==> src/sbs_pkg.sv <==
// Constants, field layouts and cycle encodings of the synchronous burst SRAM control block.
// Contract
// [RL1] Global write low, or byte write low with any lane low, means write.
// [RL2] Byte write writes only the lanes whose enable is low, others keep data.
// [RL3] Read cycles drive every byte lane regardless of lane enables.
// [RL4] Write cycles keep every data lane undriven regardless of lane enables.
// [RL5] Lanes two and three exist only in the 36-bit configuration.
// [RL6] Output enable high disables drivers at once; low only passes active drivers.
// [RL7] Chip select high with controller strobe low deselects, using no address.
// [RL8] Chip select low starts a read burst on cpu strobe, or ctrl strobe without write.
// [RL9] Chip select low, cpu strobe high, ctrl strobe low, write: start a write burst.
// [RL10] Both strobes high with step low continue the burst at the next address.
// [RL11] Both strobes high with step high repeat the access at the current address.
// [RL12] A read with output enable high still advances the counter like a read.
// [RL13] The controller holds output enable high long enough before driving write data.
// [RL14] Single accesses: tie cpu strobe high and controller strobe low.
// [RL15] Simple bursts: tie cpu strobe high, step low, pulse controller strobe per start.
// [RL16] The 2-bit counter starts at the low address bits and wraps after four.
// [RL17] Linear order counts modulo four; interleaved order XORs start with count.
// [RL18] Flow-through bypasses the output register; pipeline uses a rising-edge register.
// [RL19] Pipeline data comes one clock later; turn-off follows single or dual deselect.
package sbs_pkg;

  // The 36-bit configuration: four lanes of nine bits.
  localparam int LANE_CNT = 4;
  localparam int LANE_W = 9;
  localparam int DATA_W = LANE_CNT * LANE_W;
  localparam int ADDR_W = 4;
  localparam int DEPTH = 16;
  localparam int AXI_AW = 4;

  localparam logic [AXI_AW-1:0] CFG_OFFSET = 4'h0;
  localparam logic [AXI_AW-1:0] STATUS_OFFSET = 4'h4;

  localparam int CFG_FLOWTHRU_BIT = 0;
  localparam int CFG_LINEAR_BIT = 1;
  localparam int CFG_DESEL_BIT = 2;
  localparam logic CFG_FLOWTHRU_RST = 1'b1;
  localparam logic CFG_LINEAR_RST = 1'b1;
  localparam logic CFG_DESEL_RST = 1'b1;

  localparam int STAT_OP_LSB = 0;
  localparam int STAT_CNT_LSB = 5;
  localparam int STAT_BASE_LSB = 7;
  localparam int STAT_DRIVE_BIT = 9;

  localparam logic [1:0] RESP_OKAY = 2'h0;
  localparam logic [1:0] RESP_SLVERR = 2'h2;

  typedef enum logic [4:0] {
    OP_DESEL = 5'h01,
    OP_BEGIN_RD = 5'h02,
    OP_BEGIN_WR = 5'h04,
    OP_CONT = 5'h08,
    OP_SUSP = 5'h10
  } sbs_op_type;

endpackage : sbs_pkg

==> src/sbs_lane.sv <==
// One byte lane of the storage array, written per lane and read by index.
`timescale 1ns/1ps
module sbs_lane (
  input wire logic aclk,
  input wire logic wr_en,
  input wire logic [sbs_pkg::ADDR_W-1:0] wr_idx,
  input wire logic [sbs_pkg::LANE_W-1:0] wr_data,
  input wire logic [sbs_pkg::ADDR_W-1:0] rd_idx,
  output logic [sbs_pkg::LANE_W-1:0] rd_data
);

  logic [sbs_pkg::LANE_W-1:0] mem_r [sbs_pkg::DEPTH];

  // Stored bytes are not reset; only the control state needs a defined start.
  always_ff @(posedge aclk) begin
    if (wr_en) begin
      mem_r[wr_idx] <= wr_data; // [RL2]
    end
  end

  assign rd_data = mem_r[rd_idx];

endmodule : sbs_lane

==> src/sbs_sram_ctrl.sv <==
// Synchronous burst SRAM control: cycle decode, burst counter, lanes, output path and AXI4-Lite config.
`timescale 1ns/1ps
module sbs_sram_ctrl (
  input wire logic aclk,
  input wire logic aresetn,
  input wire logic [sbs_pkg::AXI_AW-1:0] s_axi_awaddr,
  input wire logic s_axi_awvalid,
  output logic s_axi_awready,
  input wire logic [31:0] s_axi_wdata,
  input wire logic [3:0] s_axi_wstrb,
  input wire logic s_axi_wvalid,
  output logic s_axi_wready,
  output logic [1:0] s_axi_bresp,
  output logic s_axi_bvalid,
  input wire logic s_axi_bready,
  input wire logic [sbs_pkg::AXI_AW-1:0] s_axi_araddr,
  input wire logic s_axi_arvalid,
  output logic s_axi_arready,
  output logic [31:0] s_axi_rdata,
  output logic [1:0] s_axi_rresp,
  output logic s_axi_rvalid,
  input wire logic s_axi_rready,
  input wire logic chip_select_n,
  input wire logic cpu_addr_strobe_n,
  input wire logic ctrl_addr_strobe_n,
  input wire logic burst_step_n,
  input wire logic all_lanes_write_n,
  input wire logic lane_write_gate_n,
  input wire logic lane0_write_n,
  input wire logic lane1_write_n,
  input wire logic lane2_write_n,
  input wire logic lane3_write_n,
  input wire logic out_enable_n,
  input wire logic [sbs_pkg::ADDR_W-1:0] sram_addr,
  input wire logic [sbs_pkg::DATA_W-1:0] dq_in,
  output logic [sbs_pkg::DATA_W-1:0] dq_out,
  output logic [sbs_pkg::LANE_CNT-1:0] dq_oe
);

  // Configuration bits, written over the register bus.
  logic flowthru_sel_n_r;
  logic linear_order_n_r;
  logic deselect_depth_sel_r;

  // Burst address state.
  logic [sbs_pkg::ADDR_W-3:0] hi_r;
  logic [1:0] base_r;
  logic [1:0] cnt_r;
  logic [1:0] cnt_nxt;
  logic [1:0] base_nxt;
  logic [sbs_pkg::ADDR_W-3:0] hi_nxt;

  // Output path state.
  logic rd1_r;
  logic [sbs_pkg::DATA_W-1:0] q1_r;
  logic [sbs_pkg::DATA_W-1:0] dq_out_r;
  logic drive_r;
  logic drive_nxt;
  sbs_pkg::sbs_op_type op_last_r;

  // Cycle decode.
  sbs_pkg::sbs_op_type op;
  logic [sbs_pkg::LANE_CNT-1:0] lane_n;
  logic [sbs_pkg::LANE_CNT-1:0] lane_we;
  logic wr_ind;
  logic do_read;
  logic do_write;
  logic [sbs_pkg::ADDR_W-1:0] acc_addr;
  logic [1:0] acc_lo;
  logic [sbs_pkg::DATA_W-1:0] rd_word;

  // AXI state.
  logic awready_r;
  logic wready_r;
  logic bvalid_r;
  logic [1:0] bresp_r;
  logic arready_r;
  logic rvalid_r;
  logic [1:0] rresp_r;
  logic [31:0] rdata_r;
  logic aw_have_r;
  logic w_have_r;
  logic [sbs_pkg::AXI_AW-1:0] awaddr_r;
  logic [31:0] wdata_r;
  logic [3:0] wstrb_r;
  logic [31:0] status_word;

  function automatic logic [1:0] burst_lo(input logic [1:0] start, input logic [1:0] count, input logic linear);
    logic [1:0] res;
    res = linear ? 2'(start + count) : (start ^ count); // [RL17]
    return res;
  endfunction : burst_lo

  // Lanes two and three only exist because this build is the 36-bit one.
  assign lane_n = {lane3_write_n, lane2_write_n, lane1_write_n, lane0_write_n}; // [RL5]

  // Global write overrides the byte controls entirely.
  assign wr_ind = !all_lanes_write_n || (!lane_write_gate_n && !(&lane_n)); // [RL1]

  always_comb begin
    if (!all_lanes_write_n) begin
      lane_we = '1; // [RL1]
    end else if (!lane_write_gate_n) begin
      lane_we = ~lane_n; // [RL2]
    end else begin
      lane_we = '0;
    end
  end

  always_comb begin
    if (chip_select_n && !ctrl_addr_strobe_n) begin
      op = sbs_pkg::OP_DESEL; // [RL7]
    end else if (!chip_select_n && !cpu_addr_strobe_n) begin
      op = sbs_pkg::OP_BEGIN_RD; // [RL8]
    end else if (!chip_select_n && !ctrl_addr_strobe_n) begin
      op = wr_ind ? sbs_pkg::OP_BEGIN_WR : sbs_pkg::OP_BEGIN_RD; // [RL8] [RL9]
    end else if (!burst_step_n) begin
      op = sbs_pkg::OP_CONT; // [RL10]
    end else begin
      op = sbs_pkg::OP_SUSP; // [RL11]
    end
  end

  always_comb begin
    hi_nxt = hi_r;
    base_nxt = base_r;
    cnt_nxt = cnt_r;
    do_read = 1'b0;
    do_write = 1'b0;
    case (op)
      sbs_pkg::OP_DESEL: begin
        do_read = 1'b0; // [RL7]
      end
      sbs_pkg::OP_BEGIN_RD: begin
        hi_nxt = sram_addr[sbs_pkg::ADDR_W-1:2];
        base_nxt = sram_addr[1:0]; // [RL16]
        cnt_nxt = 2'h0;
        do_read = 1'b1; // [RL8]
      end
      sbs_pkg::OP_BEGIN_WR: begin
        hi_nxt = sram_addr[sbs_pkg::ADDR_W-1:2];
        base_nxt = sram_addr[1:0]; // [RL16]
        cnt_nxt = 2'h0;
        do_write = 1'b1; // [RL9]
      end
      sbs_pkg::OP_CONT: begin
        // The count wraps modulo four, so the fifth access returns to the start.
        cnt_nxt = 2'(cnt_r + 2'h1); // [RL10] [RL16]
        do_read = !wr_ind;
        do_write = wr_ind;
      end
      sbs_pkg::OP_SUSP: begin
        do_read = !wr_ind; // [RL11]
        do_write = wr_ind;
      end
      default: begin
        do_read = 1'b0;
      end
    endcase
  end

  assign acc_lo = burst_lo(base_nxt, cnt_nxt, !linear_order_n_r);
  assign acc_addr = {hi_nxt, acc_lo};

  generate
    for (genvar g = 0; g < sbs_pkg::LANE_CNT; g++) begin : g_lane
      sbs_lane u_lane (
        .aclk(aclk),
        .wr_en(do_write && lane_we[g]), // [RL2]
        .wr_idx(acc_addr),
        .wr_data(dq_in[g*sbs_pkg::LANE_W +: sbs_pkg::LANE_W]),
        .rd_idx(acc_addr),
        .rd_data(rd_word[g*sbs_pkg::LANE_W +: sbs_pkg::LANE_W])
      );
    end
  endgenerate

  // The counter moves on every continue cycle and holds on suspend cycles, whatever output enable does.
  always_ff @(posedge aclk) begin
    if (!aresetn) begin
      hi_r <= '0;
      base_r <= 2'h0;
      cnt_r <= 2'h0;
      op_last_r <= sbs_pkg::OP_DESEL;
    end else begin
      hi_r <= hi_nxt;
      base_r <= base_nxt;
      cnt_r <= cnt_nxt; // [RL12]
      op_last_r <= op;
    end
  end

  // Pipeline first stage: the word fetched at the read edge.
  always_ff @(posedge aclk) begin
    if (!aresetn) begin
      rd1_r <= 1'b0;
      q1_r <= '0;
    end else begin
      rd1_r <= do_read;
      if (do_read) begin
        q1_r <= rd_word;
      end
    end
  end

  always_ff @(posedge aclk) begin
    if (!aresetn) begin
      dq_out_r <= '0;
    end else if (!flowthru_sel_n_r) begin
      if (do_read) begin
        dq_out_r <= rd_word; // [RL18]
      end
    end else if (rd1_r) begin
      dq_out_r <= q1_r; // [RL18] [RL19]
    end
  end

  // Single deselect cuts the pipeline drive at the deselect edge; dual lets it run one more cycle.
  always_comb begin
    if (!flowthru_sel_n_r) begin
      drive_nxt = do_read; // [RL3] [RL4]
    end else begin
      drive_nxt = rd1_r && !do_write && !(op == sbs_pkg::OP_DESEL && deselect_depth_sel_r); // [RL4] [RL19]
    end
  end

  always_ff @(posedge aclk) begin
    if (!aresetn) begin
      drive_r <= 1'b0;
    end else begin
      drive_r <= drive_nxt;
    end
  end

  assign dq_out = dq_out_r;
  // Output enable gates the drivers without a clock so it can pull them off mid-cycle.
  assign dq_oe = {sbs_pkg::LANE_CNT{drive_r && !out_enable_n}}; // [RL3] [RL6] [RL12]

  // Register bus: write address and data are taken independently, answered once both are held.
  always_ff @(posedge aclk) begin
    if (!aresetn) begin
      awready_r <= 1'b1;
      aw_have_r <= 1'b0;
      awaddr_r <= '0;
    end else if (s_axi_awvalid && awready_r) begin
      awready_r <= 1'b0;
      aw_have_r <= 1'b1;
      awaddr_r <= s_axi_awaddr;
    end else if (bvalid_r && s_axi_bready) begin
      awready_r <= 1'b1;
      aw_have_r <= 1'b0;
    end
  end

  always_ff @(posedge aclk) begin
    if (!aresetn) begin
      wready_r <= 1'b1;
      w_have_r <= 1'b0;
      wdata_r <= '0;
      wstrb_r <= '0;
    end else if (s_axi_wvalid && wready_r) begin
      wready_r <= 1'b0;
      w_have_r <= 1'b1;
      wdata_r <= s_axi_wdata;
      wstrb_r <= s_axi_wstrb;
    end else if (bvalid_r && s_axi_bready) begin
      wready_r <= 1'b1;
      w_have_r <= 1'b0;
    end
  end

  always_ff @(posedge aclk) begin
    if (!aresetn) begin
      bvalid_r <= 1'b0;
      bresp_r <= sbs_pkg::RESP_OKAY;
    end else if (aw_have_r && w_have_r && !bvalid_r) begin
      bvalid_r <= 1'b1;
      if (awaddr_r == sbs_pkg::CFG_OFFSET || awaddr_r == sbs_pkg::STATUS_OFFSET) begin
        bresp_r <= sbs_pkg::RESP_OKAY;
      end else begin
        bresp_r <= sbs_pkg::RESP_SLVERR;
      end
    end else if (bvalid_r && s_axi_bready) begin
      bvalid_r <= 1'b0;
    end
  end

  // Mode changes apply from the next SRAM cycle; software should change them while the bus is idle.
  always_ff @(posedge aclk) begin
    if (!aresetn) begin
      flowthru_sel_n_r <= sbs_pkg::CFG_FLOWTHRU_RST;
      linear_order_n_r <= sbs_pkg::CFG_LINEAR_RST;
      deselect_depth_sel_r <= sbs_pkg::CFG_DESEL_RST;
    end else if (aw_have_r && w_have_r && !bvalid_r && awaddr_r == sbs_pkg::CFG_OFFSET && wstrb_r[0]) begin
      flowthru_sel_n_r <= wdata_r[sbs_pkg::CFG_FLOWTHRU_BIT]; // [RL18]
      linear_order_n_r <= wdata_r[sbs_pkg::CFG_LINEAR_BIT]; // [RL17]
      deselect_depth_sel_r <= wdata_r[sbs_pkg::CFG_DESEL_BIT]; // [RL19]
    end
  end

  always_comb begin
    status_word = '0;
    status_word[sbs_pkg::STAT_OP_LSB +: 5] = op_last_r;
    status_word[sbs_pkg::STAT_CNT_LSB +: 2] = cnt_r;
    status_word[sbs_pkg::STAT_BASE_LSB +: 2] = base_r;
    status_word[sbs_pkg::STAT_DRIVE_BIT] = drive_r;
  end

  always_ff @(posedge aclk) begin
    if (!aresetn) begin
      arready_r <= 1'b1;
      rvalid_r <= 1'b0;
      rresp_r <= sbs_pkg::RESP_OKAY;
      rdata_r <= '0;
    end else if (s_axi_arvalid && arready_r) begin
      arready_r <= 1'b0;
      rvalid_r <= 1'b1;
      if (s_axi_araddr == sbs_pkg::CFG_OFFSET) begin
        rdata_r <= {29'h0, deselect_depth_sel_r, linear_order_n_r, flowthru_sel_n_r};
        rresp_r <= sbs_pkg::RESP_OKAY;
      end else if (s_axi_araddr == sbs_pkg::STATUS_OFFSET) begin
        rdata_r <= status_word;
        rresp_r <= sbs_pkg::RESP_OKAY;
      end else begin
        rdata_r <= '0;
        rresp_r <= sbs_pkg::RESP_SLVERR;
      end
    end else if (rvalid_r && s_axi_rready) begin
      rvalid_r <= 1'b0;
      arready_r <= 1'b1;
    end
  end

  assign s_axi_awready = awready_r;
  assign s_axi_wready = wready_r;
  assign s_axi_bvalid = bvalid_r;
  assign s_axi_bresp = bresp_r;
  assign s_axi_arready = arready_r;
  assign s_axi_rvalid = rvalid_r;
  assign s_axi_rresp = rresp_r;
  assign s_axi_rdata = rdata_r;

endmodule : sbs_sram_ctrl

==> config.mk <==
export PLATFORM = sky130hd
export DESIGN_NAME = sbs_sram_ctrl
export DESIGN_NICKNAME = d
export VERILOG_FILES = /design/src/sbs_pkg.sv /design/src/sbs_lane.sv /design/src/sbs_sram_ctrl.sv
export SDC_FILE = /design/constraint.sdc
export NUM_CORES = 1
export LEC_CHECK = 0
export BUFFER_PORTS_ARGS = -buffer_cell sky130_fd_sc_hd__buf_2
export CELL_PAD_IN_SITES_DETAIL_PLACEMENT = 1
export CELL_PAD_IN_SITES_GLOBAL_PLACEMENT = 1
export CORE_ASPECT_RATIO = 2
export CORE_MARGIN = 4
export CORE_UTILIZATION = 57
export CTS_BUF_LIST = sky130_fd_sc_hd__clkbuf_4 sky130_fd_sc_hd__clkbuf_8
export CTS_CLUSTER_SIZE = 25
export DETAILED_ROUTE_END_ITERATION = 10
export GPL_TIMING_DRIVEN = 1
export PLACE_DENSITY = 0.94
export SYNTH_ARGS = -nofsm -noshare
export SYNTH_HDL_FRONTEND = slang
export SYNTH_SLANG_ARGS = --single-unit
==> constraint.sdc <==
create_clock -name aclk -period 11.1 [get_ports aclk]
set_clock_uncertainty 0.15 [all_clocks]
set_input_delay 1.11 -clock aclk [delete_from_list [all_inputs] [get_ports aclk]]
set_output_delay 1.11 -clock aclk [all_outputs]
set_load 0.02 [all_outputs]
* Yosys cells after proc, flatten, opt, wreduce, memory -nomap -nowiden
Memories as Yosys holds them, arrays and structs flattened.
Index checks and enable logic that the tools add are counted.
** Cells by class
- Bitwise gates (word level) :: 2
- Add/subtract/negate cells :: 2
- Mux-type cells :: 41
- Reduce and logical (&&, ||, !) cells :: 45
- Equal/unequal tests :: 8
** Operators by type and width (number)
- two-way mux 36 bit :: 3
- logical AND 1 bit :: 21
- two-way mux 1 bit :: 20
- two-way mux 10 bit :: 2
- two-way mux 5 bit :: 4
- two-way mux 2 bit :: 6
- zero test 1 bit :: 11
- nonzero test 2 bit :: 5
- equality test 4 x 3 -> 1 bit (second input constant) :: 2
- zero test 4 bit :: 2
- two-way mux 4 bit :: 2
- equality test 5 x 1 -> 1 bit (second input constant) :: 1
- equality test 5 x 2 -> 1 bit (second input constant) :: 1
- equality test 5 x 3 -> 1 bit (second input constant) :: 1
- equality test 5 x 4 -> 1 bit (second input constant) :: 1
- equality test 5 bit (second input constant) :: 1
- inverter 4 bit :: 1
- case mux 1 bit (2 select lines) :: 2
- case mux 2 bit (2 select lines) :: 1
- AND reduction 4 bit :: 1
- OR reduction 2 bit :: 2
- two-way mux 3 bit :: 1
- adder 2 x 1 -> 2 bit (second input constant) :: 1
- adder 2 bit :: 1
- 4 further kinds :: 5
** Storage, ports and cells
- Memories :: 4
- Input port bits :: 102
- Register bits after elaboration :: 139
- Word-level logic and storage cells :: 126
- RAM bits :: 576
- Output and inout bits :: 81
** Memories
- g_lane[0].u_lane.mem_r :: words 16, width 9, rd ports 1, clocked after memory_dff 0, wr ports 1, RTL line sbs_lane.sv:12 : logic [sbs_pkg::LANE_W-1:0] mem_r [sbs_pkg::DEPTH];
- g_lane[1].u_lane.mem_r :: words 16, width 9, rd ports 1, clocked after memory_dff 0, wr ports 1, RTL line sbs_lane.sv:12
- g_lane[2].u_lane.mem_r :: words 16, width 9, rd ports 1, clocked after memory_dff 0, wr ports 1, RTL line sbs_lane.sv:12
- g_lane[3].u_lane.mem_r :: words 16, width 9, rd ports 1, clocked after memory_dff 0, wr ports 1, RTL line sbs_lane.sv:12

* Depth between registers and ports, before layout
Gate-level depths: netlist of the first run.
An unclocked memory read counts as a cell.
- Depth in word-level cells :: 16
- Gate-level depth with buffers :: 13
- Mapped depth without buffers :: 10

* By module
Synthesis of the first run repeated with hierarchy kept, for this count alone.
** Unflattened totals
- Cells, all modules :: 1560
- Area total of the unflattened synthesis :: 27455.1 um2
** By module, submodules not included
- sbs_lane :: area an instance 5600.4 um2, cells each 245, sequential area each 4324.1 um2, times used 4
- sbs_sram_ctrl :: area an instance 5053.6 um2, cells each 580, sequential area each 2302.2 um2, times used 1

* Worst setup path after synthesis of the first run
OpenSTA, ideal clock, no wires.
- Kind :: input port to flip-flop
- Start point :: input port ctrl_addr_strobe_n
- End point :: memory g_lane[1].u_lane.mem_r[11][0] (netlist name), enable pin
- Required time :: 10.576 ns
- Path slack :: 6.610 ns
- Library setup time :: 0.374 ns
- Arrival time :: 3.966 ns
- Cell stages on the path :: 11
- Path through :: a21oi_2 > buf_2 > nor2_1 > ha_1 > clkbuf_1 > clkbuf_1 > clkbuf_1 > buf_1 > nand2_1 > clkbuf_1 > nor2_1
** On the way
- Elaborated cells on any way between the ends :: 22
** RTL lines
- start, declared :: RTL line sbs_sram_ctrl.sv:25 : input wire logic ctrl_addr_strobe_n,
- zero test 1 bit * :: RTL line sbs_sram_ctrl.sv:111, sbs_sram_ctrl.sv:115
- logical AND 1 bit :: RTL line sbs_sram_ctrl.sv:115 : end else if (!chip_select_n && !ctrl_addr_strobe_n) begin
- two-way mux 5 bit :: RTL line sbs_sram_ctrl.sv:115
- two-way mux 5 bit :: RTL line sbs_sram_ctrl.sv:113 : end else if (!chip_select_n && !cpu_addr_strobe_n) begin
- two-way mux 5 bit * :: RTL line sbs_sram_ctrl.sv:111 : if (chip_select_n && !ctrl_addr_strobe_n) begin
- equality test 5 x 3 -> 1 bit / equality test 5 x 2 -> 1 bit (equally long branches) :: RTL line sbs_sram_ctrl.sv:130 : case (op)
- OR reduction 2 bit (no line)
- case mux 2 bit (2 select lines) * :: RTL line sbs_sram_ctrl.sv:130
- named net cnt_nxt[0] :: RTL line sbs_sram_ctrl.sv:49 : logic [1:0] cnt_nxt;
- adder 2 bit / bitwise XOR 2 bit (equally long branches) :: RTL line sbs_sram_ctrl.sv:90 : res = linear ? 2'(start + count) : (start ^ count);
- two-way mux 2 bit * :: RTL line sbs_sram_ctrl.sv:90
- end, declared :: RTL line sbs_lane.sv:12
Mark *: on every way through the listed nets, which the timed path passes. The rest lies on a longest branch.

* Final worst setup path of the first run
- Start point :: input port cpu_addr_strobe_n
- End point :: memory g_lane[1].u_lane.mem_r[10][7] (netlist name), enable pin
** On the way
- Elaborated cells on any way between the ends :: 20
** RTL lines
- start, declared :: RTL line sbs_sram_ctrl.sv:24 : input wire logic cpu_addr_strobe_n,
- zero test 1 bit * :: RTL line sbs_sram_ctrl.sv:113
- logical AND 1 bit * :: RTL line sbs_sram_ctrl.sv:113
- two-way mux 5 bit * :: RTL line sbs_sram_ctrl.sv:113
- two-way mux 5 bit * :: RTL line sbs_sram_ctrl.sv:111
- equality test 5 x 3 -> 1 bit / equality test 5 x 2 -> 1 bit (equally long branches) :: RTL line sbs_sram_ctrl.sv:130
- OR reduction 2 bit (no line) *
- two-way mux 2 bit * :: RTL line sbs_sram_ctrl.sv:130
- named net base_nxt[0] :: RTL line sbs_sram_ctrl.sv:50 : logic [1:0] base_nxt;
- adder 2 bit / bitwise XOR 2 bit (equally long branches) :: RTL line sbs_sram_ctrl.sv:90
- two-way mux 2 bit * :: RTL line sbs_sram_ctrl.sv:90
Marked as above.

==> Flow_metrics.wiki, run 1 <==
{| class="wikitable"
! Metric !! Value
|-
| Root buffer cell || clkbuf_8
|-
| Count of pins over their slew limit || 0
|-
| Type of the setup path with the least slack || in -> reg
|-
| Clock Sinks || just under 700
|-
| Crit path max-delay cell type || nor2_1
|-
| Count of input and output buffers || 126
|-
| Endpoint required time on the critical path || ~11000 ps
|-
| Relative slew slack || 5.021%
|-
| Main synth FF type || edfxtp_1
|-
| Via count of the first global-routing pass || approximately 20000
|-
| Instance count on the critical path || 12
|-
| Global-route usage over all layers || 34.12%
|-
| Initial core utilization || 57.80%
|-
| Worst setup slack for register-to-register paths || 5200 ps
|-
| Routability-driven placement congestion ratio || around 0.8
|-
| Clk Latency, worst-skew pair || 700 ps
|-
| TritonCTS clock tree || yes
|-
| Cell count of the worst reg-to-reg path || 10
|-
| Proportion of synthesized chip area in sequential cells || around 70%
|-
| Most common cell after layout, fill and taps aside || edfxtp_1
|-
| Endpoint of the lowest-slack register-to-register path || g_lane[1].u_lane.mem_r[10][7]$_DFFE_PP_
|-
| First-pass GRT wire length || 131900 um
|-
| Total gr overflow || 0
|-
| Largest net degree at the start of global routing || about 120
|-
| Clock Tree Buf Depth || 3
|-
| Final HPWL DP || 50990 um
|-
| Nets || roughly 2000
|-
| Endpoint type of the worst setup path || flip-flop
|-
| Placed inst area || 0.02903 sq mm
|-
| Int Pwr || 4.089 mW
|-
| Maximum clock rate || 146.0 MHz
|-
| Vias || 18430
|-
| Number of enable flip-flop cells after synthesis || 576
|-
| Worst IR drop on VDD || 0.0001121 V
|-
| Final worst path period share || 61.70%
|-
| Post-synthesis instance area || 0.02803 sq mm
|-
| Clock share of power || 36.4%
|-
| Min Clock Period, post-route || 6849 ps
|-
| Maximum net fanout on the critical path || 77
|-
| Number of top-level design ports || 183
|-
| Syn Area/Cell || 15.32 sq um
|-
| Status || complete, no violations
|-
| Number of design-rule violations left by the first detailed-router iteration || 2387
|-
| Die area || 0.05300 sq mm
|-
| Worst Path Arrival || 7000 ps
|-
| Termination of the worst setup path || g_lane[1].u_lane.mem_r[10][7]$_DFFE_PP_
|-
| Filler cells || 4371
|-
| Remaining number of nets flagged by the antenna check after routing || 0
|-
| Number of max-cap violations || 0
|-
| Total count of hold-check failures in the final report || 0
|-
| Power per standard cell area || 180.5 mW/mm^2
|-
| Final design area excluding fillers || 0.03092 sq mm
|-
| Number of H-tree levels || 3
|-
| Accumulated negative setup slack || 0 ps
|-
| Worst path top cell family by delay || simple AND/OR/NAND/NOR gates
|-
| Psw || 1.491 mW
|-
| Router iterations before antenna repair || 5
|-
| Power share of the combinational group || 11.6%
|-
| Detailed Route WL || approximately 90000 um
|-
| Die width || 164.8 um
|-
| Clock buffer count from CTS || between 90 and 100
|-
| Placed cell count || 2475
|-
| Max incr delay on CP || 1260 ps
|-
| Part of the total power dissipated in sequential elements || ~52%
|-
| Number of placement rows || 114
|-
| Switching part of the total || 26.72%
|-
| Resized cells post-CTS || 0
|-
| Layout cell share with drive strength beyond 1 || about 22%
|-
| Netlist cell types || 46
|-
| Worst-path cell chain || buf_2 -> a21oi_2 -> nand2_1 -> nand2_1 -> ha_4 -> nand2b_1 -> xnor2_4 -> buf_4 -> xnor2_4 -> buf_4 -> nand2b_1 -> nor2_1
|-
| Count of warnings emitted by yosys || 0
|-
| RSZ-0062 raised after global routing || no
|-
| Commonest non-fill, non-tap cells in the layout || edfxtp_1 (576), buf_2 (126), nor2_1 (120)
|-
| Post-detailed-route DRC marker count || 0
|-
| Number of setup buffers added after CTS || 0
|-
| Total leakage power || 10.14 nW
|-
| Number of synthesized register bits || around 690
|-
| Number of antenna violations at the first check in global routing || 9
|-
| Final Instance Count excl. Fillers || about 2700
|-
| Average wire per cell in the routed design || 34.00 um
|-
| Nature of the critical path startpoint || input pin
|-
| Layout Area Growth over Synthesis || 10.31%
|-
| Post-synthesis cell count || 1829
|-
| # hold bufs at CTS || 0
|-
| Post-synthesis async set-or-reset flop share || 0%
|-
| Vias/cell || slightly below 7
|-
| Class of the worst hold path || reg -> reg
|-
| Clock slew seen by the registers of the worst setup and hold paths || 80 ps
|-
| Vert. Die Dim || 321.6 um
|-
| Critical path startpoint || cpu_addr_strobe_n
|-
| Hold Worst Slack || ~350 ps
|-
| Critical path buffer and inverter count || 3
|-
| Startpoint of the worst-slack reg-to-reg timing path || cnt_r[0]$_SDFF_PN0_
|-
| # setup viols final || 0
|-
| Core Footprint || 0.04850 sq mm
|-
| Worst-margin pin slew || 1419 ps
|}
[worst reg2reg max path, cell delays in order, from the launching register on]
cell	delay, ps
dfxtp_1	420
xnor2_1	120
nor2_1	220
ha_4	180
nand2b_1	240
xnor2_4	250
buf_4	890
xnor2_4	220
buf_4	690
nand2b_1	850
nor2_1	1260
[worst min-delay path by stage]
stage                               end                startpoint  depth (start not counted)  slack [ps]
6_report       awaddr_r[1]$_SDFFE_PN0P_  awaddr_r[1]$_SDFFE_PN0P_                          2         350
3_3_place_gp      w_have_r$_SDFFE_PN0P_     w_have_r$_SDFFE_PN0P_                          2         300
4_1_cts        awaddr_r[3]$_SDFFE_PN0P_  awaddr_r[3]$_SDFFE_PN0P_                          2         340
3_5_place_dp   awaddr_r[1]$_SDFFE_PN0P_  awaddr_r[1]$_SDFFE_PN0P_                          2         320
2_1_floorplan  awaddr_r[2]$_SDFFE_PN0P_  awaddr_r[2]$_SDFFE_PN0P_                          2         290
5_1_grt        awaddr_r[1]$_SDFFE_PN0P_  awaddr_r[1]$_SDFFE_PN0P_                          2         370
[sequential cells by signal, summed over array words and instances, names as in the netlist, 3 cells and up]
register	flops
g_lane.u_lane.mem_r	576
dq_out	36
s_axi_rdata	10
q1_r	36
op_last_r	5
wdata_r	3
awaddr_r	4
[synth_stat cells (2+ instances only)]
cell	n	area, sq um
buf_4	33	247.7
o211a_1	2	20.02
nor3_1	25	125.1
xor2_1	2	17.52
buf_1	9	33.78
nand2b_1	6	37.54
xnor2_1	2	17.52
and4_1	19	166.4
a31oi_1	34	212.7
nand2_1	54	202.7
clkbuf_1	112	420.4
a21boi_0	14	105.1
a22oi_1	41	307.8
and3_1	3	18.77
and2_1	11	68.82
a21oi_1	40	200.2
buf_2	7	35.03
a211oi_1	19	142.6
or3_1	2	12.51
o2111ai_1	76	665.6
nand3b_1	81	608.1
dfxtp_1	115	2302
mux2i_1	82	820.8
nand3_1	86	430.4
mux4_2	68	1531
nor2_1	121	454.2
nor2b_1	16	100.1
o21ai_0	81	405.4
edfxtp_1	576	17300
mux2_2	76	855.8
[layer usage]
metal  up-vias  routed length [um]  global-route usage, %  part of all wire (%)
met1      9226               29290                  38.34                    33
met3       457                7639                  7.197                   8.5
li1       7369                   -                      -                     -
met5         -                  29                      0                 0.032
met2      1377               45450                  57.14                    50
met4         4                7697                  24.38                   8.5
[cells by family after synthesis]
| kind of cell | count (synthesis) | share of synthesized area [%] |
|---|---|---|
| compound gates | 312 | 7.490 |
| mux | 227 | 11.53 |
| flops | 691 | 69.92 |
| simple gates | 428 | 8.040 |
| fa+ha+maj | 1 | 0.04463 |
| xor+xnor | 6 | 0.2813 |
| buf+inv | 163 | 2.683 |
| other cells | 1 | 0.01338 |
[power groups by stage]
stage,clock (mW),sequential (mW),combinational [mW]
6_report,2.03,2.90,0.649
5_1_grt,2.16,2.90,0.671
4_1_cts,2.03,2.90,0.633
3_5_place_dp,0,2.95,0.608
3_3_place_gp,0,2.94,0.561
2_1_floorplan,0,2.95,0.384
[area by class of cell]
class	instances	area, sq um	area share, %
clock buffers	117	1473	4.763
inverters	1	3.754	0.01214
well taps	638	798.3	2.582
multi-input cells	998	7845	25.37
flip-flops and latches	691	19600	63.39
repair buffers	147	788.3	2.549
clock inverters	52	397.9	1.287
diodes	6	15.01	0.04856
[stage by stage]
step	power, mW	setup slack [ps]	utilization, %
6_report	5.580	4251	63.76
5_1_grt	5.730	4027	63.76
4_1_cts	5.565	4401	63.73
3_5_place_dp	3.558	3856	59.87
3_3_place_gp	3.502	4257	59.87
2_1_floorplan	3.335	6610	-
No activity file was read; power rests on OpenSTA's default activity.
==> inputs of run 2 (changes only) <==
--- a/config.mk
+++ b/config.mk
@@ -10,12 +10,12 @@
 export CELL_PAD_IN_SITES_GLOBAL_PLACEMENT = 1
 export CORE_ASPECT_RATIO = 2
 export CORE_MARGIN = 4
-export CORE_UTILIZATION = 57
+export CORE_UTILIZATION = 53
 export CTS_BUF_LIST = sky130_fd_sc_hd__clkbuf_4 sky130_fd_sc_hd__clkbuf_8
 export CTS_CLUSTER_SIZE = 25
 export DETAILED_ROUTE_END_ITERATION = 10
 export GPL_TIMING_DRIVEN = 1
-export PLACE_DENSITY = 0.94
+export PLACE_DENSITY = 0.89
 export SYNTH_ARGS = -nofsm -noshare
 export SYNTH_HDL_FRONTEND = slang
 export SYNTH_SLANG_ARGS = --single-unit
==> constraint.sdc (replaced) <==
create_clock -name aclk -period 6.95 [get_ports aclk]
set_clock_uncertainty 0.15 [all_clocks]
set_input_delay 0.695 -clock aclk [delete_from_list [all_inputs] [get_ports aclk]]
set_output_delay 0.695 -clock aclk [all_outputs]
set_load 0.02 [all_outputs]
==> run 2 against run 1 <==
Total power up 58%. Non-clock buffer count down 1. Utilization down 4.8 points. Final cell count up 0.72%. First-iteration DRC count down 22%. Largest cell class unchanged.
==> Flow_metrics.wiki, run 2 (synthesized netlist as in run 1, its figures left out) <==
{| class="wikitable"
! Metric !! Value
|-
| Status || complete, no violations
|-
| Worst Path Arrival || 5180 ps (-1820 ps)
|-
| RSZ-0062 raised after global routing || no
|-
| # hold bufs at CTS || 0 (unchanged)
|-
| Hold Crit Depth || 2 (unchanged)
|-
| Initial core utilization || 53.33% (-4.5 points)
|-
| Clock buffer count from CTS || 88 (-3.3%)
|-
| Final worst path period share || between 70% and 80%
|-
| Relative slew slack || 12.98% (+8.0 points)
|-
| Nets || 2029 (-0.20%)
|-
| Number of top-level design ports || 183 (unchanged)
|-
| Number of max-cap violations || 0 (unchanged)
|-
| Total leakage power || 10.17 nW (+0.22%)
|-
| Biggest register || g_lane.u_lane.mem_r
|-
| Clock Tree Buf Depth || 3 (unchanged)
|-
| Hold path startpoint || burst_step_n
|-
| Placed cell count || 2501 (+1.1%)
|-
| Power per standard cell area || 284.4 mW/mm^2 (+58%)
|-
| Average wire per cell in the routed design || 29.98 um (-12%)
|-
| Count of input and output buffers || 126 (unchanged)
|-
| First-pass GRT wire length || 119500 um (-9.4%)
|-
| Total count of hold-check failures in the final report || 0 (unchanged)
|-
| Uppermost signal routing layer after detailed routing || met5
|-
| Cell count of the worst reg-to-reg path || 9 (-1)
|-
| Maximum net fanout on the critical path || 17 (-78%)
|-
| Global-route usage over all layers || 27.99% (-6.1 points)
|-
| Largest net degree at the start of global routing || 115 (unchanged)
|-
| Number of design-rule violations left by the first detailed-router iteration || 1852 (-22%)
|-
| Clock Sinks || 691 (unchanged)
|-
| Via count of the first global-routing pass || 19080 (-3.4%)
|-
| Min Clock Period, post-route || 5049 ps
|-
| Final HPWL DP || 49970 um (-2.0%)
|-
| Core Footprint || 0.05256 sq mm (+8.4%)
|-
| Count of pins over their slew limit || 0 (unchanged)
|-
| Endpoint of the lowest-slack register-to-register path || g_lane[0].u_lane.mem_r[8][1]$_DFFE_PP_
|-
| Post-detailed-route DRC marker count || 0 (unchanged)
|-
| Vias/cell || 6.613 (-4.9%)
|-
| Instance count on the critical path || 11 (-1)
|-
| Number of setup buffers added after CTS || 0 (unchanged)
|-
| Layout Area Growth over Synthesis || 10.64%
|-
| Remaining number of nets flagged by the antenna check after routing || 0 (unchanged)
|-
| Worst setup slack for register-to-register paths || 2200 ps (-3000 ps)
|-
| Type of the setup path with the least slack || in -> reg
|-
| Routability-driven placement congestion ratio || 0.8074 (+0.91%)
|-
| TritonCTS clock tree || yes
|-
| Layout cell share with drive strength beyond 1 || 22.89% (+0.51 points)
|-
| Number of flip-flops under the largest register name || 576 (unchanged)
|-
| Worst path top cell family by delay || simple AND/OR/NAND/NOR gates
|-
| Worst-margin pin slew || 1301 ps (-118.9 ps)
|-
| Worst IR drop on VDD || 0.0002618 V (+130%)
|-
| Number of placement rows || 119 (+4.4%)
|-
| Detailed-routing wirelength on met1 || 27110 um (-7.5%)
|-
| Vert. Die Dim || 333.2 um (+3.6%)
|-
| Nature of the critical path startpoint || input pin
|-
| Worst-path cell chain || buf_2 -> a21oi_2 -> nand2_1 -> nand2_1 -> ha_4 -> nand2b_1 -> xor2_4 -> xnor2_2 -> buf_4 -> nand2b_1 -> nor2_1
|-
| Root buffer cell || clkbuf_8
|-
| Final Instance Count excl. Fillers || 2669 (+0.72%)
|-
| Max incr delay on CP || 1240 ps (-20 ps)
|-
| Met3 wire length || 5570 um (-27%)
|-
| Most common cell after layout, fill and taps aside || edfxtp_1
|-
| Number of antenna violations at the first check in global routing || 4 (-5)
|-
| Endpoint required time on the critical path || 7080 ps (-4170 ps)
|-
| # setup viols final || 0 (unchanged)
|-
| Class of the worst hold path || in -> reg
|-
| Endpoint type of the worst setup path || flip-flop
|-
| Die area || 0.05685 sq mm (+7.3%)
|-
| Vias || 17650 (-4.2%)
|-
| Worst Hold Path EP || op_last_r[3]$_SDFF_PN0_
|-
| Crit path max-delay cell type || nor2_1
|-
| Met2 routed wirelength || 42650 um (-6.2%)
|-
| Clk Latency, worst-skew pair || 690 ps (about the same)
|-
| Commonest non-fill, non-tap cells in the layout || edfxtp_1 (576), buf_2 (126), nor2_1 (120)
|-
| Router iterations before antenna repair || 6 (+1)
|-
| Startpoint of the worst-slack reg-to-reg timing path || cnt_r[0]$_SDFF_PN0_
|-
| Total gr overflow || 0 (unchanged)
|-
| Number of H-tree levels || 3 (unchanged)
|-
| Resized cells post-CTS || 0 (unchanged)
|-
| Accumulated negative setup slack || 0 ps (unchanged)
|-
| Critical path buffer and inverter count || 2 (-1)
|-
| Die width || 170.6 um (+3.5%)
|-
| Detailed Route WL || 80010 um (-11%)
|-
| Maximum clock rate || ~200 MHz
|-
| Clock slew seen by the registers of the worst setup and hold paths || 60 ps (-20 ps)
|}
-- run 2: layout make-up --
cell class | instances | area [sq um]
Antenna cell | 3 | 7.507
Clock buffer | 127 | 1592
Clock inverter | 38 | 332.8
Fill cell | 4870 | 21550
Inverter | 1 | 3.754
Multi-Input combinational cell | 998 | 7853
Sequential cell | 691 | 19600
Tap cell | 665 | 832.0
Timing Repair Buffer | 146 | 793.3
-- run 2: routing by layer --
layer	up-vias	track usage (%)
li1	7360	-
met1	9065	31.38
met2	959	49.63
met3	265	5.467
met4	2	15.10
met5	-	0
-- run 2: through the flow --
stage	util, %	hold slack [ps]	power, mW	area [sq um]	worst slack, ps
global route	59.00	67.77	9.107	31010	1755
floorplan	-	288.2	5.326	28120	2875
CTS	58.99	37.56	8.838	31000	2012
finish	59.00	78.86	8.820	31010	1901
detailed placement	55.33	323.1	5.664	29080	1314
global placement	55.33	306.8	5.590	29080	1622
-- run 2: worst max path at each step --
stage                                   from                                      end  slack [ps]
after CTS                 ctrl_addr_strobe_n   g_lane[0].u_lane.mem_r[8][1]$_DFFE_PP_        2010
after detailed placement  ctrl_addr_strobe_n   g_lane[0].u_lane.mem_r[8][3]$_DFFE_PP_        1310
final                     ctrl_addr_strobe_n   g_lane[0].u_lane.mem_r[8][1]$_DFFE_PP_        1900
after floorplan           ctrl_addr_strobe_n  g_lane[1].u_lane.mem_r[11][0]$_DFFE_PP_        2870
after global routing      ctrl_addr_strobe_n   g_lane[0].u_lane.mem_r[8][1]$_DFFE_PP_        1750
after global placement     cpu_addr_strobe_n   g_lane[0].u_lane.mem_r[8][3]$_DFFE_PP_        1620
-- run 2: worst register-to-register path, stage by stage, from the launching register on --
cell,delay [ps]
dfxtp_1,330
xnor2_1,130
nor2_1,210
ha_4,160
nand2b_1,220
xor2_4,270
xnor2_2,590
buf_4,390
nand2b_1,640
nor2_1,1240
-- run 2: where the power goes --
group	internal (mW)	leakage [nW]	switching, mW	total, mW
sequential	4.57	6.13	0.0478	4.62
clock	1.68	1.01	1.53	3.21
combinational	0.335	3.03	0.654	0.989
total	6.59	10.2	2.23	8.82
==> inputs of run 3 (changes only) <==
--- a/config.mk
+++ b/config.mk
@@ -5,12 +5,13 @@
 export SDC_FILE = /design/constraint.sdc
 export NUM_CORES = 1
 export LEC_CHECK = 0
+export ABC_AREA = 1
 export BUFFER_PORTS_ARGS = -buffer_cell sky130_fd_sc_hd__buf_2
 export CELL_PAD_IN_SITES_DETAIL_PLACEMENT = 1
 export CELL_PAD_IN_SITES_GLOBAL_PLACEMENT = 1
 export CORE_ASPECT_RATIO = 2
 export CORE_MARGIN = 4
-export CORE_UTILIZATION = 53
+export CORE_UTILIZATION = 49
 export CTS_BUF_LIST = sky130_fd_sc_hd__clkbuf_4 sky130_fd_sc_hd__clkbuf_8
 export CTS_CLUSTER_SIZE = 25
 export DETAILED_ROUTE_END_ITERATION = 10
==> constraint.sdc (replaced) <==
create_clock -name aclk -period 4.85 [get_ports aclk]
set_clock_uncertainty 0.15 [all_clocks]
set_input_delay 0.485 -clock aclk [delete_from_list [all_inputs] [get_ports aclk]]
set_output_delay 0.485 -clock aclk [all_outputs]
set_load 0.02 [all_outputs]
==> run 3 against run 2 <==
The flow now finishes with violations (DRC). Worst hold slack got worse by 37 ps. Final cell count increased by 48%. Global-route usage increased by 2.1 points. Sequential share of layout area decreased by 2.4 points. Register-to-register slack got worse by 1200 ps. Die area increased by 11%. Utilization decreased by 3.6 points. Wire length increased by 22%. Critical path depth increased by 1. Largest cell class unchanged. Highest routed layer unchanged.
==> Flow_metrics.wiki, run 3 <==
{| class="wikitable"
! Metric !! Value
|-
| Largest net degree at the start of global routing || 177 (+54%)
|-
| Multi-input gate area in the final layout || 0.008299 sq mm (+5.7%)
|-
| Global-route usage over all layers || 30.04% (+2.1 points)
|-
| Sequential cell area || 0.01960 sq mm (unchanged)
|-
| Count of input and output buffers || 126 (unchanged)
|-
| Min Clock Period, post-route || 4266 ps
|-
| Post-synthesis cell count || 2966 (+62%)
|-
| Number of placement rows || 125 (+5.0%)
|-
| Clock Tree Buf Depth || 3 (unchanged)
|-
| Vert. Die Dim || 350.8 um (+5.3%)
|-
| Die area || 0.06295 sq mm (+11%)
|-
| Remaining number of nets flagged by the antenna check after routing || 0 (unchanged)
|-
| Average wire per cell in the routed design || 24.74 um (-17%)
|-
| Multiplexer share of the synthesized area || 0% (-12 points)
|-
| Relative slew slack || 6.998% (-6.0 points)
|-
| Number of flip-flops under the largest register name || 576 (unchanged)
|-
| Final worst path period share || 87.95%
|-
| Number of synthesized register bits || 691 (unchanged)
|-
| Clock share of power || 35.0% (-1.4 points)
|-
| # setup viols final || 0 (unchanged)
|-
| Number of top-level design ports || 183 (unchanged)
|-
| Most common cell after layout, fill and taps aside || nand2_1
|-
| Netlist cell types || 30 (-35%)
|-
| TritonCTS clock tree || yes
|-
| Synthesized-area fraction occupied by and/or/nand/nor cells || 24.52% (+16 points)
|-
| First-pass GRT wire length || 145500 um (+22%)
|-
| Via count of the first global-routing pass || 24730 (+30%)
|-
| Failing checks || DRC
|-
| Worst IR drop on VDD || 0.0002135 V (-18%)
|-
| Worst-margin pin slew || 1390 ps (+89.40 ps)
|-
| Detailed Route WL || 97670 um (+22%)
|-
| Vias || 22860 (+30%)
|-
| Number of max-cap violations || 0 (unchanged)
|-
| Post-synthesis instance area || 0.02880 sq mm (+2.7%)
|-
| Initial core utilization || 49.50% (-3.8 points)
|-
| Endpoint type of the worst setup path || flip-flop
|-
| Resized cells post-CTS || 0 (unchanged)
|-
| Clock Sinks || 691 (unchanged)
|-
| Accumulated negative setup slack || 0 ps (unchanged)
|-
| Syn Area/Cell || 9.709 sq um (-37%)
|-
| Post-synthesis share of cell area spent on xor and xnor gates || 0% (-0.28 points)
|-
| Top cells by count, synth || nand2_1 (1570), edfxtp_1 (576), nor2_1 (172)
|-
| Biggest register || g_lane.u_lane.mem_r
|-
| Type of the setup path with the least slack || in -> reg
|-
| Psw || 3.928 mW (+76%)
|-
| Nets || 3208 (+58%)
|-
| Clock buffer count from CTS || 94 (+6.8%)
|-
| Layout Area Growth over Synthesis || 12.01%
|-
| Int Pwr || 9.419 mW (+43%)
|-
| Root buffer cell || clkbuf_8
|-
| Post-synthesis async set-or-reset flop share || 0% (unchanged)
|-
| RSZ-0062 raised after global routing || no
|-
| Nature of the critical path startpoint || input pin
|-
| Maximum clock rate || about 230 MHz
|-
| Total leakage power || 13.45 nW (+32%)
|-
| Vias/cell || 5.791 (-12%)
|-
| Total gr overflow || 0 (unchanged)
|-
| Die width || 179.4 um (+5.2%)
|-
| Routability-driven placement congestion ratio || 0.8707 (+7.8%)
|-
| Maximum net fanout on the critical path || 46 (+29)
|-
| Router iterations before antenna repair || 9 (+3)
|-
| Top-count cell post-synth || nand2_1
|-
| Number of H-tree levels || 3 (unchanged)
|-
| Count of warnings emitted by yosys || 0 (unchanged)
|-
| Number of antenna violations at the first check in global routing || 11 (+7)
|-
| Commonest non-fill, non-tap cells in the layout || nand2_1 (1570), edfxtp_1 (576), nor2_1 (168)
|-
| Number of design-rule violations left by the first detailed-router iteration || 2651 (+43%)
|-
| Power per standard cell area || 413.7 mW/mm^2 (+45%)
|-
| Class of the worst hold path || in -> reg
|-
| Main combinational cell family by area after synthesis || simple AND/OR/NAND/NOR gates
|-
| Proportion of synthesized chip area in sequential cells || 68.06% (-1.9 points)
|-
| Switching part of the total || 29.43% (+4.1 points)
|-
| Final HPWL DP || 58260 um (+17%)
|-
| Synth Area in Compound Gates || 3.797% (-3.7 points)
|-
| Core Footprint || 0.05818 sq mm (+11%)
|-
| Number of setup buffers added after CTS || 0 (unchanged)
|-
| Cell taking the most area after synthesis || edfxtp_1
|-
| # hold bufs at CTS || 39 (+39)
|-
| Final Instance Count excl. Fillers || 3948 (+48%)
|-
| Synth top area share || 60.06% (-1.6 points)
|-
| Layout cell share with drive strength beyond 1 || 10.47% (-12 points)
|-
| Filler cells || 6485 (+33%)
|-
| Adder and majority gate portion of the synthesized area || 0.04345% (-0.0012 points)
|-
| Count of pins over their slew limit || 0 (unchanged)
|-
| Total power consumption of the routed design || 13.35 mW (+51%)
|-
| Number of enable flip-flop cells after synthesis || 576 (unchanged)
|-
| Total count of hold-check failures in the final report || 0 (unchanged)
|-
| Part of the total power dissipated in sequential elements || 49.7% (-2.7 points)
|-
| Power share of the combinational group || 15.3% (+4.1 points)
|-
| Worst Path Arrival || 4430 ps (-750 ps)
|-
| Cell types with the largest area share after synthesis || edfxtp_1 (60%), nand2_1 (20%), dfxtp_1 (8.0%)
|-
| Clock slew seen by the registers of the worst setup and hold paths || 70 ps (about the same)
|-
| Endpoint required time on the critical path || 5010 ps (-2070 ps)
|-
| Main synth FF type || edfxtp_1
|-
| Post-detailed-route DRC marker count || 2 (+2)
|-
| Placed cell count || 3732 (+49%)
|-
| Status || finished with violations
|-
| Clk Latency, worst-skew pair || 740 ps (+50 ps)
|}
-- run 3: cell types whose count changed in the layout (fill, tap and decap cells not counted), sizes merged, moves of 56 or more --
cell,before,now
a21oi,41,97
o2111ai,76,0
mux2,76,0
nand2,54,1576
nand3b,81,0
mux2i,83,0
mux4,68,0
-- run 3: cell families after synthesis --
logic type      Yosys count
compound gates          215
fa+ha+maj                 1
buf+inv                 218
flops                   691
other cells               1
simple gates           1840
-- run 3: layout make-up --
class	instances	area share [%]
Tap cell	762	2.956
Timing Repair Buffer	204	4.228
Clock buffer	124	4.825
Sequential cell	691	60.76
Multi-Input combinational cell	2080	25.73
Clock inverter	46	1.032
Inverter	34	0.4189
Antenna cell	7	0.05430
-- run 3: final timing paths --
kind,from,end,slack [ps],cells after the start
max reg2reg,cnt_r[0]$_SDFF_PN0_,g_lane[0].u_lane.mem_r[5][0]$_DFFE_PP_,980,7
min,dq_in[14],g_lane[1].u_lane.mem_r[4][5]$_DFFE_PP_,40,1
max,cpu_addr_strobe_n,g_lane[0].u_lane.mem_r[5][0]$_DFFE_PP_,580,12
min reg2reg,op_last_r[3]$_SDFF_PN0_,s_axi_rdata[3]$_SDFFE_PN0P_,300,2
-- run 3: metal layers --
metal	global-route usage, %	part of all wire (%)	vias to the layer above
met5	0	0.0082	-
met4	19.44	6.8	2
met3	5.867	7.7	404
met2	54.81	52	1309
met1	31.43	33	11220
li1	-	-	9925
-- run 3: per-stage QoR --
stage	util (%)	instance area (sq um)	hold slack, ps	setup WS, ps
2_1_floorplan	-	28880	276.4	1663
3_3_place_gp	51.49	29960	283.8	857.5
3_5_place_dp	51.49	29960	297.4	592.9
4_1_cts	55.41	32240	3.827	807.9
5_1_grt	55.44	32260	11.33	489.5
6_report	55.44	32260	41.45	584.4
-- run 3: power groups by stage --
stage          Sequential (mW)  Combinational (mW)  Clock (mW)
5_1_grt                   6.64                2.20        4.96
3_3_place_gp              6.74                1.73           0
4_1_cts                   6.63                1.98        4.66
6_report                  6.64                2.04        4.67
3_5_place_dp              6.76                1.89           0
2_1_floorplan             6.76                1.21           0
-- run 3: critical path, cell delays in order --
cell and delay [ps]:
dlygate4sd3_1 530, buf_2 150, inv_2 40, nand2_2 110, nand2_2 150, nand2_1 90, o21ai_0 160, ha_4 740
inv_8 230, nor2_1 370, nand2_1 370, nor2_1 940
